--- config.mk ---
export PLATFORM = sky130hd
export DESIGN_NAME = aars_device_flat
export DESIGN_NICKNAME = d
export VERILOG_FILES = /design/src/include/aars_pkg.sv /design/src/include/aars_if.sv /design/src/core/aars_device.sv /design/src/flat_wrapper.sv
export SDC_FILE = /design/constraint.sdc
export NUM_CORES = 1
export LEC_CHECK = 0
export BUFFER_PORTS_ARGS = -buffer_cell sky130_fd_sc_hd__buf_2
export CORE_MARGIN = 3
export CORE_UTILIZATION = 40
export CTS_BUF_LIST = sky130_fd_sc_hd__clkbuf_8
export CTS_CLUSTER_DIAMETER = 30
export DETAILED_ROUTE_END_ITERATION = 8
export GPL_TIMING_DRIVEN = 0
export PLACE_DENSITY = 0.77
export SLEW_MARGIN = 20
export SYNTH_ARGS = -nofsm -noshare
export SYNTH_HDL_FRONTEND = slang
export SYNTH_SLANG_ARGS = --single-unit
--- constraint.sdc ---
create_clock -name clock -period 2.2 [get_ports clock]
set_clock_uncertainty 0.2 [all_clocks]
set_input_delay 0.44 -clock clock [delete_from_list [all_inputs] [get_ports clock]]
set_output_delay 0.44 -clock clock [all_outputs]
set_load 0.005 [all_outputs]
--- src/include/aars_pkg.sv ---
// Shared constants and types for the converter alarm and reference control
package aars_pkg;
    // Status byte field positions
    localparam int STAT_DIFF_BIT    = 0;
    localparam int STAT_HIGH_BIT    = 1;
    localparam int STAT_LOW_BIT     = 2;
    localparam int STAT_REF_BIT     = 4;
    // Reference select field layout and mode register polarity bit
    localparam int POS_SEL_LSB      = 3;
    localparam int NEG_SEL_LSB      = 0;
    localparam int MODE_REGISTER_ZERO_REV_BIT    = 7;
    // Reset values
    localparam logic [5:0] REFSEL_RESET = 6'h00;
    localparam logic [7:0] MODE_REGISTER_ZERO_RESET  = 8'h00;
    localparam logic       INTERNAL_REFERENCE_ENABLE_RESET = 1'b1;
    // Modulator rate
    localparam int          MOD_DIV      = 8;
    localparam logic [2:0]  MOD_DIV_LAST = 3'(MOD_DIV - 1);
    // Reference select encodings
    localparam logic [2:0] SEL_INTERNAL = 3'h0;
    localparam logic [2:0] SEL_EXT0     = 3'h1;
    localparam logic [2:0] SEL_EXT1     = 3'h2;
    localparam logic [2:0] SEL_EXT2     = 3'h3;
    localparam logic [2:0] SEL_SUPPLY   = 3'h4;

    typedef enum logic [1:0] {
        ST_IDLE,
        ST_CONVERT
    } aars_state_t;
endpackage : aars_pkg

--- src/include/aars_if.sv ---
// Link between alarm/reference device end and host end
interface aars_if
(
    input wire logic clock,
    input wire logic resetn
);
    logic       conv_start;
    logic       conv_done;
    logic [7:0] status_byte;
    logic       status_valid;
    logic [2:0] pos_reference_select;
    logic [2:0] neg_reference_select;
    logic [7:0] mode_register_zero;
    logic       internal_reference_enable;

    modport device
    (
        input  clock, resetn, conv_start, conv_done,
        input  pos_reference_select, neg_reference_select,
        input  mode_register_zero, internal_reference_enable,
        output status_byte, status_valid
    );
    modport host
    (
        input  clock, resetn, status_byte, status_valid,
        output conv_start, conv_done,
        output pos_reference_select, neg_reference_select,
        output mode_register_zero, internal_reference_enable
    );
endinterface : aars_if

--- src/core/aars_device.sv ---
// Device end: alarm capture, reference routing and modulator rate
module aars_device
(
    // Link to host
    aars_if.device              link,
    // Analog comparator outputs (asynchronous)
    input  wire logic           cmp_diff_over,
    input  wire logic           cmp_amp_high,
    input  wire logic           cmp_amp_low,
    input  wire logic           cmp_ref_low,
    // Modulator raw bit
    input  wire logic           mod_bit_in,
    // Analog controls
    output logic [2:0]          pos_mux_onehot_sel,
    output logic [2:0]          neg_mux_onehot_sel,
    output logic                reference_polarity_invert,
    output logic                internal_reference_on,
    // Filter side
    output logic                mod_stream,
    output logic                mod_strobe
);
    logic [3:0] cmp_meta;
    logic [3:0] cmp_sync;
    logic [3:0] sticky;
    logic       active;
    logic [2:0] div_count;

    ////////////////////////////////////////////////////////////////////////
    // Comparators are asynchronous; first stage feeds only the second
    always_ff @(posedge link.clock or negedge link.resetn)
    begin
        if (!link.resetn)
        begin
            cmp_meta <= 4'h0;
            cmp_sync <= 4'h0;
        end
        else
        begin
            cmp_meta <= {cmp_ref_low, cmp_amp_low, cmp_amp_high,
                         cmp_diff_over};
            cmp_sync <= cmp_meta;
        end
    end

    ////////////////////////////////////////////////////////////////////////
    always_ff @(posedge link.clock or negedge link.resetn)
    begin
        if (!link.resetn)
            active <= 1'b0;
        else if (link.conv_start)
            active <= 1'b1;
        else if (link.conv_done)
            active <= 1'b0;
    end

    // Start clears, so a cleared conversion never carries old events;
    // events seen on the start edge itself still win
    always_ff @(posedge link.clock or negedge link.resetn)
    begin
        if (!link.resetn)
            sticky <= 4'h0;
        else if (link.conv_start)
            sticky <= cmp_sync;
        else if (active)
            sticky <= sticky | cmp_sync;
    end

    always_ff @(posedge link.clock or negedge link.resetn)
    begin
        if (!link.resetn)
        begin
            link.status_byte  <= 8'h00;
            link.status_valid <= 1'b0;
        end
        else
        begin
            link.status_valid <= active && link.conv_done;
            if (active && link.conv_done)
            begin
                link.status_byte <= 8'h00;
                link.status_byte[aars_pkg::STAT_DIFF_BIT] <=
                    sticky[0] | cmp_sync[0];
                link.status_byte[aars_pkg::STAT_HIGH_BIT] <=
                    sticky[1] | cmp_sync[1];
                link.status_byte[aars_pkg::STAT_LOW_BIT] <=
                    sticky[2] | cmp_sync[2];
                link.status_byte[aars_pkg::STAT_REF_BIT] <=
                    sticky[3] | cmp_sync[3];
            end
        end
    end

    ////////////////////////////////////////////////////////////////////////
    // Reference routing; unused encodings fall back to internal
    function automatic logic [2:0] decode_sel(input logic [2:0] sel);
        case (sel)
            aars_pkg::SEL_EXT0:   decode_sel = 3'h1;
            aars_pkg::SEL_EXT1:   decode_sel = 3'h2;
            aars_pkg::SEL_EXT2:   decode_sel = 3'h4;
            aars_pkg::SEL_SUPPLY: decode_sel = 3'h7;
            default:              decode_sel = 3'h0;
        endcase
    endfunction : decode_sel

    always_ff @(posedge link.clock or negedge link.resetn)
    begin
        if (!link.resetn)
        begin
            pos_mux_onehot_sel        <= 3'h0;
            neg_mux_onehot_sel        <= 3'h0;
            reference_polarity_invert <= 1'b0;
            internal_reference_on     <= aars_pkg::INTERNAL_REFERENCE_ENABLE_RESET;
        end
        else
        begin
            pos_mux_onehot_sel <=
                decode_sel(link.pos_reference_select);
            neg_mux_onehot_sel <=
                decode_sel(link.neg_reference_select);
            reference_polarity_invert <=
                link.mode_register_zero[aars_pkg::MODE_REGISTER_ZERO_REV_BIT];
            internal_reference_on <= link.internal_reference_enable;
        end
    end

    ////////////////////////////////////////////////////////////////////////
    // Modulator bit stream paced at clock / 8
    always_ff @(posedge link.clock or negedge link.resetn)
    begin
        if (!link.resetn)
        begin
            div_count  <= 3'h0;
            mod_strobe <= 1'b0;
            mod_stream <= 1'b0;
        end
        else
        begin
            mod_strobe <= (div_count == aars_pkg::MOD_DIV_LAST);
            div_count  <= (div_count == aars_pkg::MOD_DIV_LAST) ?
                          3'h0 : div_count + 3'h1;
            if (div_count == aars_pkg::MOD_DIV_LAST)
                mod_stream <= mod_bit_in;
        end
    end
endmodule : aars_device

--- src/flat_wrapper.sv ---
// flat-port wrapper written by rule: the top's interface ports become plain ports
module aars_device_flat 
  (cmp_diff_over, cmp_amp_high, cmp_amp_low, cmp_ref_low, mod_bit_in, pos_mux_onehot_sel, neg_mux_onehot_sel, reference_polarity_invert, internal_reference_on, mod_stream, mod_strobe, clock, resetn, link_conv_start, link_conv_done, link_pos_reference_select, link_neg_reference_select, link_mode_register_zero, link_internal_reference_enable, link_status_byte, link_status_valid);
  aars_if link_i (.clock(clock), .resetn(resetn));
  input  wire logic cmp_diff_over;
  input  wire logic cmp_amp_high;
  input  wire logic cmp_amp_low;
  input  wire logic cmp_ref_low;
  input  wire logic mod_bit_in;
  output logic [2:0] pos_mux_onehot_sel;
  output logic [2:0] neg_mux_onehot_sel;
  output logic reference_polarity_invert;
  output logic internal_reference_on;
  output logic mod_stream;
  output logic mod_strobe;
  input wire logic clock;
  input wire logic resetn;
  input wire logic [$bits(link_i.conv_start)-1:0] link_conv_start;
  input wire logic [$bits(link_i.conv_done)-1:0] link_conv_done;
  input wire logic [$bits(link_i.pos_reference_select)-1:0] link_pos_reference_select;
  input wire logic [$bits(link_i.neg_reference_select)-1:0] link_neg_reference_select;
  input wire logic [$bits(link_i.mode_register_zero)-1:0] link_mode_register_zero;
  input wire logic [$bits(link_i.internal_reference_enable)-1:0] link_internal_reference_enable;
  output wire logic [$bits(link_i.status_byte)-1:0] link_status_byte;
  output wire logic [$bits(link_i.status_valid)-1:0] link_status_valid;
  assign link_i.conv_start = link_conv_start;
  assign link_i.conv_done = link_conv_done;
  assign link_i.pos_reference_select = link_pos_reference_select;
  assign link_i.neg_reference_select = link_neg_reference_select;
  assign link_i.mode_register_zero = link_mode_register_zero;
  assign link_i.internal_reference_enable = link_internal_reference_enable;
  assign link_status_byte = link_i.status_byte;
  assign link_status_valid = link_i.status_valid;
  aars_device u_core (.link(link_i), .cmp_diff_over(cmp_diff_over), .cmp_amp_high(cmp_amp_high), .cmp_amp_low(cmp_amp_low), .cmp_ref_low(cmp_ref_low), .mod_bit_in(mod_bit_in), .pos_mux_onehot_sel(pos_mux_onehot_sel), .neg_mux_onehot_sel(neg_mux_onehot_sel), .reference_polarity_invert(reference_polarity_invert), .internal_reference_on(internal_reference_on), .mod_stream(mod_stream), .mod_strobe(mod_strobe));
endmodule
==> metrics.md <==
| Metric | Value |
|---|---|
| Worst IR Drop VDD | `542 uV` |
| Clock transition at the registers of the reported paths | `0.06 ns` |
| Startpoint types | `flip-flop` |
| Core Box Area | `2540 um2` |
| Clock Tree Buf Depth | `2` |
| Comb pwr share | `0.098` |
| Vias per cell | `4.49` |
| Worst Hold Class | `input port to asynchronous set/reset pin` |
| Mapped cell area | `1110 um2` |
| Antenna diodes | `0` |
| Setup total negative slack | `0 ns` |
| Area delta synth->final | `25.8%` |
| Critical path type | `flip-flop to primary output` |
| Initial antenna violation count | `0` |
| Minimum clock period | `1.53 ns` |
| Routed Antenna Nets | `0` |
| Std-Cell Rows | `18` |
| DR WL met2 | `916 um` |
| Chip height | `58.6 um` |
| Worst Max-Slew Pin Slew | `0.663 ns` |
| Sequential group share of total power | `0.545` |
| Metal-1 WL | `669 um` |
| Post-CTS Setup Inserts | `0` |
| Max Freq | `653 MHz` |
| Hold Slack | `-0.00855 ns` |
| DR top layer | `met4` |
| P_leak | `0.000717 uW` |
| Vias in the first global route | `748` |
| # IOs | `43` |
| GPL Wtd Cong | `0.693` |
| Dominant synthesized flop cell | `dfrtp_1` |
| TritonCTS clock tree | `built` |
| CTS root buf | `clkbuf_8` |
| Layout cells sized above 1 | `0.415` |
| Largest net degree at the start of global routing | `32` |
| Failing checks | `hold timing` |
| Fill count | `221` |
| Yosys reg bits | `31` |
| Mapped Cells | `81` |
| Setup ws final | `0.668 ns` |
| Setup violations, final | `0` |
| Library cells used by synthesis | `18` |
| Relative slew margins | `0.558` |
| MaxCap Viol Count | `0` |
| Count of flip-flops with a built-in enable after synthesis | `0` |
| Clock power share | `0.357` |
| CTS buffer count | `5` |
| Switch Pwr | `264 uW` |
| Routed len/inst | `11.8 um` |
| WP data required | `1.56 ns` |
| Largest area contributor in the netlist | `dfrtp_1` |
| Drt drc | `0` |
| Synth top area cells | `dfrtp_1, o21ai_0, a21oi_1, buf_4, dfstp_2` |
| Met3 WL | `177 um` |
| Most numerous cell in the Yosys netlist | `dfrtp_1` |
| I/O Buffers | `31` |
| Post-layout nets | `148` |
| Hold buffers post-CTS | `0` |
| Final period util | `0.696` |
| List of most frequent post-synthesis cells | `dfrtp_1, o21ai_0, nor2_1, a21oi_1, inv_1` |
| Post-cts sizing count | `0` |
| Initial Util | `0.435` |
| Overall power | `1140 uW` |
| Yosys warning count | `0` |
| HPWL after DPL | `1250 um` |
| Total number of vias | `687` |
| Share of the synthesized area in the top cell type | `0.678` |
| Chip Width | `58.6 um` |
| CP delay by family, top | `flip-flops` |
| Pre-CTS setup slack | `0.817 ns` |
| CP max FO | `1` |
| Sw Share | `0.233` |
| CP max stage cell | `dfstp_2` |
| Cell-internal power | `873 uW` |
| Count of buffer and inverter cells on the critical path | `1` |
| Overflow left after global routing | `0` |
| Crit-path cells | `buf_2` |
| Outcome | `complete, but fails checks` |
| Critical Path End Type | `primary output` |
| Initial DRT Pass Iterations | `3` |
| CTS H-tree depth | `2` |
| CTS Sinks | `31` |
| Later-pin clock latency in the skew report | `0.28 ns` |
| Die Area | `3440 um2` |
| First-pass GRT wire length | `3250 um` |
| Share of synthesized registers carrying an async set or reset | `1.00` |
| Initial detailed-routing violation count | `9` |
| Overall Global Routing Usage | `0.134` |
| Wirelength, routed | `1800 um` |
| Slowest stage delay, CP | `0.51 ns` |
| Mapped Avg Cell Area | `13.7 um2` |
| WP data arrival | `0.89 ns` |
| Pwr dens | `817 nW/um2` |
| RSZ-0062 raised after global routing | `false` |
| Slew Limit Fails | `0` |
| Fin. Hold Viols | `27` |
| Seq/Total Area, Yosys | `0.702` |
placed cells by master, fill, tap and decap left out, drive strengths merged, types with 2 or more instances in the layout:
| master | netlist | final |
|---|---|---|
| buf | 6 | 37 |
| dfrtp | 30 | 30 |
| a21oi | 10 | 10 |
| o21ai | 8 | 8 |
| nor2 | 7 | 7 |
| inv | 5 | 7 |
| clkbuf | 0 | 5 |
| nand2b | 4 | 4 |
| conb | 1 | 4 |
| xnor2 | 2 | 2 |
| mux2i | 2 | 2 |
| ha | 2 | 2 |
routing by layer:
metal / GRT usage / up-vias
met1: 0.136 / 319
li1: - / 336
met5: 0 / -
met3: 0.0614 / 3
met2: 0.222 / 29
met4: 0.0874 / 0
power groups by stage:
stage	sequential (uW)	clock [uW]	combinational, uW
after floorplan	632	0	51.9
after global placement	628	0	108
after detailed placement	630	0	113
after CTS	620	422	114
after global routing	624	445	129
final	620	406	112
layout make-up:
| class | count | area (um2) | share of cell area |
|---|---|---|---|
| timing repair buffer | 31 | 155 | 0.111 |
| clock inverter | 3 | 12.5 | 0.00898 |
| multi-input combinational | 42 | 270 | 0.194 |
| inverter | 5 | 18.8 | 0.0135 |
| clock buffer | 5 | 68.8 | 0.0494 |
| buffer | 6 | 52.6 | 0.0377 |
| tap | 30 | 37.5 | 0.0270 |
| sequential | 31 | 777 | 0.558 |
flip-flops by register name (all words and copies together), names as in the netlist:
signal / count
u_core.cmp_meta: 4
u_core.cmp_sync: 4
u_core.link.status_byte: 4
u_core.sticky: 4
u_core.div_count: 3
u_core.neg_mux_onehot_sel: 3
u_core.pos_mux_onehot_sel: 3
u_core.active: 1
u_core.internal_reference_on: 1
u_core.link.status_valid: 1
u_core.mod_stream: 1
u_core.mod_strobe: 1
u_core.reference_polarity_invert: 1
worst paths after layout:
path	cells after the start	from	slack (ns)	to
setup / recovery	1	u_core.internal_reference_on	0.67	internal_reference_on
hold / removal	1	resetn	-0.009	u_core.cmp_sync[0]
setup reg to reg	3	u_core.div_count[0]	0.78	u_core.mod_stream
hold reg to reg	0	u_core.cmp_meta[0]	0.15	u_core.cmp_sync[0]
max in group asynchronous	1	resetn	1.38	u_core.link.status_byte[4]
min in group clock	1	link_internal_reference_enable	0.06	u_core.internal_reference_on
cells by family after synthesis:
kind of cell / share of synthesized area
AOI/OAI and AO/OA: 0.110
xor gates and xnor gates: 0.0158
adders and majority gates: 0.0226
buffers and inverters: 0.0644
DFF: 0.702
muxes: 0.0282
other: 0.00339
and+or+nand+nor: 0.0542
metrics by stage:
stage / instances / hold WS [ns] / utilization / instance area [um2]
2_1_floorplan: 84 / -0.0556 / - / 1120
3_3_place_gp: 145 / 0.134 / 0.515 / 1310
3_5_place_dp: 145 / 0.139 / 0.515 / 1310
4_1_cts: 153 / 0.000764 / 0.547 / 1390
5_1_grt: 153 / 0.0356 / 0.547 / 1390
6_report: 153 / -0.00855 / 0.547 / 1390
(Power assumes the default switching activity.)
